### src/hw/scc_pkg.sv
// Constants, field layouts and carrier types of the serial port control block
package scc_pkg;

    // Register offsets
    localparam logic [7:0] OFS_CTRL = 8'h00;
    localparam logic [7:0] OFS_MODE = 8'h04;
    localparam logic [7:0] OFS_STAT = 8'h08;
    localparam logic [7:0] OFS_TXD  = 8'h0C;
    localparam logic [7:0] OFS_RXD  = 8'h10;

    // Control register field positions
    localparam int B_FSE  = 17;
    localparam int B_ENH  = 16;
    localparam int B_ON   = 15;
    localparam int B_IDLE_STOP = 13;
    localparam int B_DIS  = 12;
    localparam int B_WU   = 11;
    localparam int B_WL   = 10;
    localparam int B_SMP  = 9;
    localparam int B_CKE  = 8;
    localparam int B_SLAVE_SELECT_EN = 7;
    localparam int B_CKP  = 6;

    // Mode register field positions
    localparam int B_MST = 0;
    localparam int B_FRM = 1;
    localparam int B_AUD = 2;

    // Status register field positions
    localparam int B_BUSY = 0;
    localparam int B_RXF  = 1;
    localparam int B_HALT = 2;
    localparam int B_PEND = 3;
    localparam int B_BITS = 8;

    // Reset values
    localparam logic [31:0] CTRL_RST = 32'h0000_0000;
    localparam logic [31:0] MODE_RST = 32'h0000_0000;
    localparam logic [31:0] DATA_RST = 32'h0000_0000;

    // Master bit clock: half period in ns, rounded up to clock cycles
    localparam int CLK_MHZ  = 100;
    localparam int HALF_NS  = 80;
    localparam int HALF_CYC = (HALF_NS * CLK_MHZ + 999) / 1000;
    localparam logic [7:0] HALF_LAST = 8'(HALF_CYC - 1);

    typedef struct packed {
        logic fse;
        logic enh;
        logic on;
        logic idle_stop;
        logic dis;
        logic wu;
        logic wl;
        logic sample_phase_sel;
        logic cke;
        logic slave_select_en;
        logic clock_polarity_sel;
    } scc_ctrl_s;

    typedef struct packed {
        logic aud;
        logic frm;
        logic mst;
    } scc_mode_s;

    typedef struct packed {
        logic [7:0]  addr;
        logic [31:0] wdata;
        logic        wr;
        logic        rd;
    } scc_bus_s;

    typedef struct packed {
        logic sclk;
        logic sclk_oe;
        logic sdo;
        logic sdo_oe;
        logic fsync;
        logic ss_used;
        logic enh_buf;
    } scc_pins_s;

    typedef enum logic [1:0] {
        ST_IDLE,
        ST_LEAD,
        ST_SHIFT
    } scc_state_e;

endpackage

### src/hw/scc_sync.sv
// Two-flop synchroniser for pin inputs
`timescale 1ns/1ps
module scc_sync #(
    parameter int W = 1
) (
    // Clock and reset
    input  wire logic         clk_i,
    input  wire logic         resetn_i,
    // Asynchronous in, synchronous out
    input  wire logic [W-1:0] d_i,
    output logic      [W-1:0] q_o
);
    logic [W-1:0] meta;

    always_ff @(posedge clk_i) begin
        if (!resetn_i) begin
            meta <= '0;
            q_o  <= '0;
        end else begin
            meta <= d_i;
            q_o  <= meta;
        end
    end
endmodule // scc_sync

### src/hw/scc_top.sv
// Serial port control bits with a minimal shift engine that obeys them
//
// The register offsets and the plain strobed port were left to the implementer.
`timescale 1ns/1ps
module scc_top (
    // Clock and reset
    input  wire logic               clk_i,
    input  wire logic               resetn_i,
    // Register port
    input  wire scc_pkg::scc_bus_s  bus_i,
    output logic [31:0]             rdata_o,
    // Device power state
    input  wire logic               idle_i,
    // Serial pins
    input  wire logic               sclk_i,
    input  wire logic               sdi_i,
    input  wire logic               ss_n_i,
    output scc_pkg::scc_pins_s      pins_o
);
    import scc_pkg::*;

    function automatic logic [5:0] data_bits_f(input scc_mode_s m,
                                               input scc_ctrl_s c);
        logic [5:0] r;
        r = 6'd16;
        if (m.aud) begin
            if (c.wu)
                r = c.wl ? 6'd24 : 6'd32;
        end else begin
            if (c.wu)
                r = 6'd32;
            else
                r = c.wl ? 6'd16 : 6'd8;
        end
        return r;
    endfunction

    function automatic logic [5:0] chan_bits_f(input scc_mode_s m,
                                               input scc_ctrl_s c);
        logic [5:0] r;
        r = data_bits_f(m, c);
        if (m.aud)
            r = c.wu ? 6'd32 : 6'd16;
        return r;
    endfunction

    function automatic logic [31:0] ctrl_word_f(input scc_ctrl_s c);
        logic [31:0] w;
        w         = 32'h0000_0000;
        w[B_FSE]  = c.fse;
        w[B_ENH]  = c.enh;
        w[B_ON]   = c.on;
        w[B_IDLE_STOP] = c.idle_stop;
        w[B_DIS]  = c.dis;
        w[B_WU]   = c.wu;
        w[B_WL]   = c.wl;
        w[B_SMP]  = c.sample_phase_sel;
        w[B_CKE]  = c.cke;
        w[B_SLAVE_SELECT_EN] = c.slave_select_en;
        w[B_CKP]  = c.clock_polarity_sel;
        return w;
    endfunction

    // Registers
    scc_ctrl_s   ctrl;
    scc_mode_s   mode;
    logic [31:0] tx_data;
    logic [31:0] rx_data;
    logic        rx_full;
    logic        tx_pend;

    // Engine state
    scc_state_e  state;
    logic [7:0]  timer;
    logic [6:0]  h;
    logic        lead_left;
    logic        mst_l;
    logic        o_l;
    logic        smp_l;
    logic [5:0]  bits;
    logic [5:0]  dbits;
    logic [5:0]  nsamp;
    logic [31:0] tx_shift;
    logic [31:0] rx_shift;
    logic        sclk_q;
    scc_pins_s   pins;

    // Synchronised pins
    logic [2:0]  pin_s;
    logic        sclk_s;
    logic        sdi_s;
    logic        ss_s;

    scc_sync #(.W(3)) u_sync (
        .clk_i    (clk_i),
        .resetn_i (resetn_i),
        .d_i      ({sclk_i, sdi_i, ss_n_i}),
        .q_o      (pin_s)
    );

    assign sclk_s = pin_s[2];
    assign sdi_s  = pin_s[1];
    assign ss_s   = pin_s[0];

    // Address decode
    wire wr_ctrl = bus_i.wr && (bus_i.addr == OFS_CTRL);
    wire wr_mode = bus_i.wr && (bus_i.addr == OFS_MODE);
    wire wr_tx   = bus_i.wr && (bus_i.addr == OFS_TXD);
    wire rd_rx   = bus_i.rd && (bus_i.addr == OFS_RXD);

    // Effective settings
    wire halted  = ctrl.idle_stop & idle_i;
    wire run     = ctrl.on & ~halted;
    wire pol     = mode.aud | ctrl.clock_polarity_sel;
    wire smp_eff = mode.mst & ctrl.sample_phase_sel;
    wire cke_eff = ~mode.frm & ctrl.cke;
    wire s_sel   = run & ~mode.mst & (~ctrl.slave_select_en | ~ss_s);
    wire [5:0] dbits_now = data_bits_f(mode, ctrl);
    wire [5:0] bits_now  = chan_bits_f(mode, ctrl);

    // Word is left aligned so the MSB leaves first; audio pads below data
    wire [31:0] tx_init = tx_data << (6'd32 - dbits_now);

    // Status and read mux
    logic [31:0] stat_word;
    always_comb begin
        stat_word                   = 32'h0000_0000;
        stat_word[B_BUSY]           = (state != ST_IDLE);
        stat_word[B_RXF]            = rx_full;
        stat_word[B_HALT]           = halted;
        stat_word[B_PEND]           = tx_pend;
        stat_word[B_BITS +: 6]      = bits_now;
    end

    wire [31:0] mode_word = {29'h0000_0000, mode.aud, mode.frm, mode.mst};
    wire [31:0] rd_word =
        (bus_i.addr == OFS_CTRL) ? ctrl_word_f(ctrl) :
        (bus_i.addr == OFS_MODE) ? mode_word :
        (bus_i.addr == OFS_STAT) ? stat_word :
        (bus_i.addr == OFS_TXD)  ? tx_data :
        (bus_i.addr == OFS_RXD)  ? rx_data : 32'h0000_0000;

    // Master timing
    wire tick    = (timer == HALF_LAST);
    wire m_step  = mst_l & tick & ((state == ST_SHIFT) ||
                   ((state == ST_LEAD) && !lead_left));
    wire [6:0] hn = (state == ST_LEAD) ? 7'h00 : h + 7'h01;
    wire [6:0] k  = hn - {6'h00, o_l};
    wire m_on    = (hn >= {6'h00, o_l});
    wire m_pres  = m_step & m_on & ~k[0] & (k[6:1] < bits);
    // End sampling takes the bit just before it changes
    wire m_samp  = m_step & m_on &
                   (k[0] ? ~smp_l : (smp_l & (k != 7'h00)));

    // Slave edges relative to the idle level
    wire s_lead  = (sclk_q == pol) && (sclk_s != pol);
    wire s_trail = (sclk_q != pol) && (sclk_s == pol);
    wire s_act   = ~mst_l & (state == ST_SHIFT);
    wire s_pres  = s_act & (o_l ? s_lead : s_trail) & (nsamp < bits);
    wire s_samp  = s_act & (o_l ? s_trail : s_lead);

    wire pres    = m_pres | s_pres;
    wire samp    = m_samp | s_samp;
    wire last    = samp && ((nsamp + 6'd1) == bits);
    wire start_m = (state == ST_IDLE) & run & mode.mst & tx_pend;
    wire start_s = (state == ST_IDLE) & s_sel;
    // Dropping enable, idle halt, a role change or deselect ends the word
    wire abort   = (state != ST_IDLE) &
                   (~run | (mode.mst != mst_l) | (~mst_l & ~s_sel));
    // A master word ends only once its clock is back at the idle level
    wire home    = ~mst_l | (hn >= {bits, 1'b0});
    wire done    = (last & home) |
                   (mst_l & m_step & (hn == {bits, 1'b0}) & (nsamp == bits));

    wire [31:0] rx_new   = {rx_shift[30:0], sdi_s};
    wire [31:0] rx_align = rx_new >> (bits - dbits);

    // Register writes
    always_ff @(posedge clk_i) begin
        if (!resetn_i) begin
            ctrl    <= scc_ctrl_s'(CTRL_RST);
            mode    <= scc_mode_s'(MODE_RST);
            tx_data <= DATA_RST;
        end else begin
            if (wr_ctrl) begin
                ctrl.fse  <= bus_i.wdata[B_FSE];
                ctrl.on   <= bus_i.wdata[B_ON];
                ctrl.idle_stop <= bus_i.wdata[B_IDLE_STOP];
                ctrl.dis  <= bus_i.wdata[B_DIS];
                ctrl.wu   <= bus_i.wdata[B_WU];
                ctrl.wl   <= bus_i.wdata[B_WL];
                ctrl.sample_phase_sel  <= bus_i.wdata[B_SMP];
                ctrl.cke  <= bus_i.wdata[B_CKE];
                ctrl.slave_select_en <= bus_i.wdata[B_SLAVE_SELECT_EN];
                ctrl.clock_polarity_sel  <= bus_i.wdata[B_CKP];
                if (!ctrl.on)
                    ctrl.enh <= bus_i.wdata[B_ENH];
            end
            if (wr_mode) begin
                mode.mst <= bus_i.wdata[B_MST];
                mode.frm <= bus_i.wdata[B_FRM];
                mode.aud <= bus_i.wdata[B_AUD];
            end
            if (wr_tx)
                tx_data <= bus_i.wdata;
        end
    end

    // Read data stands for one cycle only
    always_ff @(posedge clk_i) begin
        if (!resetn_i)
            rdata_o <= 32'h0000_0000;
        else
            rdata_o <= bus_i.rd ? rd_word : 32'h0000_0000;
    end

    // Flags: a new event wins over the clear
    always_ff @(posedge clk_i) begin
        if (!resetn_i) begin
            tx_pend <= 1'b0;
            rx_full <= 1'b0;
            rx_data <= DATA_RST;
        end else begin
            if (wr_tx)
                tx_pend <= 1'b1;
            else if (start_m)
                tx_pend <= 1'b0;
            if (last) begin
                rx_full <= 1'b1;
                rx_data <= rx_align;
            end else if (rd_rx) begin
                rx_full <= 1'b0;
            end
        end
    end

    // Half period timer for the master clock
    always_ff @(posedge clk_i) begin
        if (!resetn_i)
            timer <= 8'h00;
        else if (state == ST_IDLE || tick)
            timer <= 8'h00;
        else
            timer <= timer + 8'h01;
    end

    // Transfer sequencing
    always_ff @(posedge clk_i) begin
        if (!resetn_i) begin
            state     <= ST_IDLE;
            h         <= 7'h00;
            lead_left <= 1'b0;
            mst_l     <= 1'b0;
            o_l       <= 1'b0;
            smp_l     <= 1'b0;
            bits      <= 6'd8;
            dbits     <= 6'd8;
        end else if (abort || done) begin
            state <= ST_IDLE;
        end else begin
            unique case (state)
                ST_IDLE: begin
                    if (start_m || start_s) begin
                        mst_l <= mode.mst;
                        o_l   <= ~cke_eff;
                        smp_l <= smp_eff;
                        bits  <= bits_now;
                        dbits <= dbits_now;
                        h     <= 7'h00;
                    end
                    if (start_m) begin
                        state     <= ST_LEAD;
                        lead_left <= mode.frm & ~ctrl.fse;
                    end else if (start_s) begin
                        state <= ST_SHIFT;
                    end
                end
                ST_LEAD: begin
                    if (tick && lead_left)
                        lead_left <= 1'b0;
                    else if (tick) begin
                        state <= ST_SHIFT;
                        h     <= hn;
                    end
                end
                ST_SHIFT: begin
                    if (m_step)
                        h <= hn;
                end
            endcase
        end
    end

    // Shift registers
    always_ff @(posedge clk_i) begin
        if (!resetn_i) begin
            tx_shift <= DATA_RST;
            rx_shift <= DATA_RST;
            nsamp    <= 6'd0;
            sclk_q   <= 1'b0;
        end else begin
            sclk_q <= sclk_s;
            if (start_m || start_s) begin
                rx_shift <= DATA_RST;
                nsamp    <= 6'd0;
                // Slave with late change must show its first bit at once
                tx_shift <= (start_s && cke_eff) ? tx_init << 1 : tx_init;
            end else begin
                if (pres)
                    tx_shift <= tx_shift << 1;
                if (samp) begin
                    rx_shift <= rx_new;
                    nsamp    <= nsamp + 6'd1;
                end
            end
        end
    end

    // Pin outputs, all registered
    always_ff @(posedge clk_i) begin
        if (!resetn_i) begin
            pins <= '0;
        end else begin
            pins.enh_buf <= ctrl.enh;
            pins.sclk_oe <= run & mode.mst;
            pins.sdo_oe  <= run & ~ctrl.dis & (mode.mst | s_sel);
            pins.ss_used <= run & ~mode.mst & ctrl.slave_select_en;
            if (start_s && cke_eff)
                pins.sdo <= tx_init[31];
            else if (pres)
                pins.sdo <= tx_shift[31];
            if (!run || !mode.mst || state == ST_IDLE || abort)
                pins.sclk <= pol;
            else if (m_step)
                pins.sclk <= (hn < {bits, 1'b0}) ? pol ^ hn[0] : pol;
            if (abort || !mode.frm || !mode.mst)
                pins.fsync <= 1'b0;
            else if (start_m)
                pins.fsync <= ~ctrl.fse;
            else if (m_step)
                pins.fsync <= ctrl.fse & (hn < 7'h02);
            else if (state == ST_IDLE)
                pins.fsync <= 1'b0;
        end
    end

    assign pins_o = pins;

endmodule // scc_top

### config.mk
export PLATFORM = sky130hd
export DESIGN_NAME = scc_top
export DESIGN_NICKNAME = d
export VERILOG_FILES = /design/src/hw/scc_pkg.sv /design/src/hw/scc_sync.sv /design/src/hw/scc_top.sv
export SDC_FILE = /design/constraint.sdc
export NUM_CORES = 1
export LEC_CHECK = 0
export BUFFER_PORTS_ARGS = -buffer_cell sky130_fd_sc_hd__buf_2
export CAP_MARGIN = 20
export CELL_PAD_IN_SITES_DETAIL_PLACEMENT = 0
export CELL_PAD_IN_SITES_GLOBAL_PLACEMENT = 1
export CORE_ASPECT_RATIO = 0.9
export CORE_MARGIN = 1.5
export CORE_UTILIZATION = 41
export DETAILED_ROUTE_END_ITERATION = 7
export PLACE_DENSITY = 0.79
export SYNTH_ARGS = -nofsm -noshare
export SYNTH_HDL_FRONTEND = slang
export SYNTH_HIERARCHICAL = 1
export SYNTH_SLANG_ARGS = --single-unit
### constraint.sdc
create_clock -name clk_i -period 3.15 [get_ports clk_i]
set_input_delay 0.7875 -clock clk_i [delete_from_list [all_inputs] [get_ports clk_i]]
set_output_delay 0.7875 -clock clk_i [all_outputs]
set_load 0.1 [all_outputs]
---- After elaboration in Yosys (flattened, before gate mapping) ----
Index checks and enable logic that the tools add are counted.
W data, S select, Z words.
word-level totals
  logic and storage cells ................. 231
  output and inout bits ................... 39
  flip-flop bits (word level) ............. 228
operators by class
  muxes and demuxes ....................... 44
  eq/ne operators ......................... 22
  bitwise operators ....................... 60
  magnitude comparators ................... 6
  $add $sub $neg .......................... 6
  shifts and indexed selects .............. 2
  reduce and logical (&&, ||, !) cells .... 47
operators with widths
  operator               count
  $mux W32               5
  $mux W18               3
  $mux W6                6
  $mux W7                5
  $and A1 B1 Y1          33
  $shl A32 B6 Y32        1
  $shr A32 B6 Y32        1
  $pmux W7 S3            1
  $mux W1                17
  $not A1 Y1             17
  $eq A8 B3 Y1 const B   2
  $eq A8 B4 Y1 const B   2
  $reduce_bool A2 Y1     7
  $eq A6 B6 Y1           2
  $lt A6 B6 Y1           2
  $logic_and A1 B1 Y1    10
  $logic_or A1 B1 Y1     9
  $or A1 B1 Y1           9
  $add A8 B1 Y8 const B  1
  $eq A8 B5 Y1 const B   1
  $logic_not A8 Y1       1
  $mux W2                4
  $ne A2 B2 Y1 const B   4
  $reduce_and A4 Y1      2
  31 further kinds       42

---- Logic depth before layout (Yosys ltp) ----
  depth after elaboration ................. 14
  gate-level depth with buffers ........... 19
  gate-level depth less buffers ........... 15

---- By module ----
Netlist, hierarchy kept.
modules (own cells, without submodules)
  module    instances  area each (sq um)  cells an instance  sequential area each (sq um)
  scc_top   1          10582.6            1271               4324.1
  scc_sync  1          157.7              12                 120.1

---- Worst setup path before layout ----
OpenSTA, ideal clock, no wires.
  path type ............................... register to register
  start ................................... reg state[1]
  end ..................................... reg tx_shift[20]
  data arrival time ....................... 3.208 ns
  slack ................................... -0.138 ns
  cell stages (with the launch flop) ...... 20
  buffers on the path ..................... 4
  library setup time ...................... 0.080 ns
  path through ............................ dfxtp_1 -> inv_1 -> ha_1 -> buf_2 -> buf_2 -> nor2_1 -> inv_1 -> ha_1 -> nand4b_1 -> nor2_1 -> xor2_1 -> ha_1 -> and2_1 -> o21a_1 -> a41oi_4 -> or2_1 -> buf_4 -> buf_6 -> nor2_1 -> a211oi_2
on the way
  cells in the longest elaborated chain, start to end .. 9
RTL lines
  element                                                                line            text
  from (decl)                                                            scc_top.sv:73   scc_state_e state;
  from (signal assigned)                                                 scc_top.sv:250  state <= ST_IDLE;
  from (signal assigned)                                                 scc_top.sv:259  state <= ST_IDLE;
  from (signal assigned)                                                 scc_top.sv:272  state <= ST_LEAD;
  parallel branches: the longest is 9 deep, another holds $sub A7 B1 Y7  -
  to (signal assigned)                                                   scc_top.sv:307  tx_shift <= (start_s && cke_eff) ? tx_init << 1 : tx_init;
  to (signal assigned)                                                   scc_top.sv:310  tx_shift <= tx_shift << 1;
  to (decl)                                                              scc_top.sv:83   logic [31:0] tx_shift;
Parallel ways; which one is timed is not known.
A chain may end at the register's enable or synchronous reset.

---- Final worst setup path ----
  start ................................... reg state[1]
  end ..................................... reg tx_shift[25]
The elaborated chain is that of the path after synthesis.

==> out/qor.yml <==
status: "finished, violations left"
violations: "setup timing"
final_cell_mix: "218 x dfxtp_1, 209 x nand2_1, 118 x nor2_1"
coreArea_sq_um: 25900
max_slew_margin_pct: 55.1
drive_above_1_share_pct: 21.2
postSynthCellCount: 1283
r2r_start: "state[1]"
insertion_delay_ns: 0.54
cp_max_fo: 6
gr-total-overflow: 0
die_height_um: 157
synth_area_sq_um: 10700
grt_setup_unrepaired: "true"
clock_path_buffers: 3
hp-class: "reg -> reg"
cts_made_buffers: 24
hold_viol: 0
rrSetupSlack_ns: -0.04
wl_um: 32400
async_reset_ff_share_pct: 0
synth-seq-area-share_pct: 41.4
yosysTopAreaCellShare_pct: 41.4
power_density_nw_per_um2: 466
n_fill_cell: 2506
hpwlAfterDp_um: 22800
firstDrtPassIters: 5
setup_ws_ns: -0.0359
r2r-end: "tx_shift[25]"
cp-startpoint: "state[1]"
fin_nets: 1460
yosysWarnings: 6
portBuffers: 86
fin_util_pct: 50.9
first_global_vias: 9161
synth-seq-cells: 222
ioPinCount: 87
power_leakage_uw: 0.00503
clkTransAtPathRegs_ns: 0.06
gp_congestion: 0.913
min_period_ns: 3.19
synth_edf_count: 0
required_ns: 3.60
finClkSkew_ns: 0.0282
syn_nets: 1350
rows: 56
cp.arrival_ns: 3.64
die_w_um: 174
post-route-period-util_pct: 101
slew_violations: 0
met1_usage_pct: 33.5
dr.first_iter.drc_count: 894
placed_area_sq_um: 11900
use_met3_pct: 3.55
design_area_sq_um: 13200
setup_violations: 19
setup_tns_ns: -0.262
gr-max-usage-layer: "met2"
synth-main-ff-cell: "dfxtp_1"
routed-via-count: 9740
h-tree-depth: 1
reg2regPathDepth: 16
clockRootBuffer: "clkbuf_16"
maxCapViolCount: 0
mostFrequentLayoutCell: "dfxtp_1"
post_drt_wl_per_cell_um: 18.4
synth_top_area_cell: "dfxtp_1"
synth.area.top_cells: "dfxtp_1 41%, mux2i_1 9.1%, nand2_1 7.4%, a21oi_1 4.6%, nor2_1 4.4%"
drc: 0
tritoncts: "built"
crit_end: "tx_shift[25]"
grt_pass1_wl_um: 50900
grt_antenna_before_repair: 1
ys_types: 77
grt_util_met2_pct: 36.6
cts.sinks: 222
dieArea_sq_um: 27200
start_util_pct: 41.4
crit_type: "reg -> reg"
final_antenna_net_count: 0
grt.total_usage_pct: 23.4
grt_max_degree: 60
cp-start-kind: "flip-flop"
clock.fmax_mhz: 314
tightest_slew_ns: 0.674
endpoint_kind: "flip-flop"
hold_depth: 1
via_per_inst: 5.53
postSynthAreaPerCell_sq_um: 8.37
area_delta_synth_final_pct: 22.9
ir_drop_mv: 0.380
-- what timing repair did --
action	in CTS	in global routing
hold buffers	0	0
gates resized for setup	8	49
endpoints found under the setup margin	26	84
cloned	2	4
pin swaps	6	13
setup buffers	7	6
-- layer usage --
metal | vias to the layer above | routed length (um)
met1 | 4603 | 15600
li1 | 4783 | -
met2 | 301 | 14100
met5 | - | 0
met4 | 0 | 826
met3 | 53 | 1920
-- cells by family (layout without fill, tap and decap cells) --
group                    Yosys count  count (layout)  synth area share (%)
AND/OR/NAND/NOR                  502             502                  20.9
flip-flops                       222             222                  41.4
other                              0               1                     0
XOR/XNOR                          22              22                  1.79
multiplexers                     108             108                  10.2
adder cells (fa/ha/maj)           19              19                  2.28
AO/OA/AOI/OAI                    295             295                  18.8
buffers and inverters            115             243                  4.65
-- per-stage QoR --
step | hold WS, ns | setup slack, ns | instances | total power [uW]
6_report | 0.441 | -0.0359 | 1760 | 6150
5_1_grt | 0.448 | -0.162 | 1760 | 6330
4_1_cts | 0.435 | -0.0307 | 1749 | 6190
3_5_place_dp | 0.421 | -0.148 | 1696 | 3050
3_3_place_gp | 0.416 | -0.126 | 1695 | 3050
2_1_floorplan | 0.406 | 0.00896 | 1283 | 2960
-- critical path, cell delays in order, from the launching register on --
cell and delay, ns:
dfxtp_2 0.33, inv_2 0.05, ha_4 0.17, buf_4 0.16, or4_4 0.55, nand2_4 0.08
nor2_1 0.05, xor2_1 0.14, ha_1 0.29, and2_4 0.16, o21a_1 0.20, a41oi_4 0.25
or2_4 0.24, buf_12 0.12, buf_16 0.13, nor2_2 0.04, a211oi_2 0.14
-- area by class of cell --
cell class | count | area (sq um) | share of cell area (%)
clock inverters | 13 | 229 | 1.73
repair buffers | 176 | 1330 | 10.1
diodes | 1 | 2.50 | 0.0190
inverters | 23 | 87.6 | 0.663
well taps | 348 | 435 | 3.30
multi-input cells | 946 | 6010 | 45.5
clock buffers | 31 | 657 | 4.97
flip-flops and latches | 222 | 4450 | 33.7
-- power breakdown --
part,switching (uW),leakage (uW),internal (uW),total [uW]
Clock,1190,0.000433,1960,3150
Sequential,4.71,0.00179,2810,2820
Combinational,116,0.00280,62.5,179
-- worst min-delay path by stage --
stage | slack, ns | end | startpoint
6_report | 0.44 | u_sync/q_o[2] | u_sync/meta[2]
5_1_grt | 0.45 | u_sync/q_o[2] | u_sync/meta[2]
4_1_cts | 0.44 | u_sync/q_o[2] | u_sync/meta[2]
3_5_place_dp | 0.42 | u_sync/q_o[2] | u_sync/meta[2]
3_3_place_gp | 0.42 | u_sync/q_o[2] | u_sync/meta[2]
2_1_floorplan | 0.41 | u_sync/q_o[1] | u_sync/meta[1]
-- synthesized netlist by cell type (all sizes together) (7+ instances only) --
cell     number
nor3         21
nand4        10
a31oi         8
inv          22
nor2b        11
xnor2         8
o22ai        10
a221oi        8
a211oi       24
nand3        63
nand2       211
mux2i        98
o2111ai       8
xor2         14
a21oi        99
nor2        126
ha           18
o21ai        47
and3         13
buf          33
and2         17
mux2         10
nand2b        7
clkbuf       59
a22oi        33
dfxtp       222
o22a          9
-- flip-flops by register name (all words and copies together), names as in the netlist, 6 cells and up --
register,count
tx_data,32
h,7
nsamp,6
rdata_o,32
rx_shift,31
pins_o,7
ctrl,11
tx_shift,32
rx_data,32
timer,8
(Power assumes the default switching activity.)
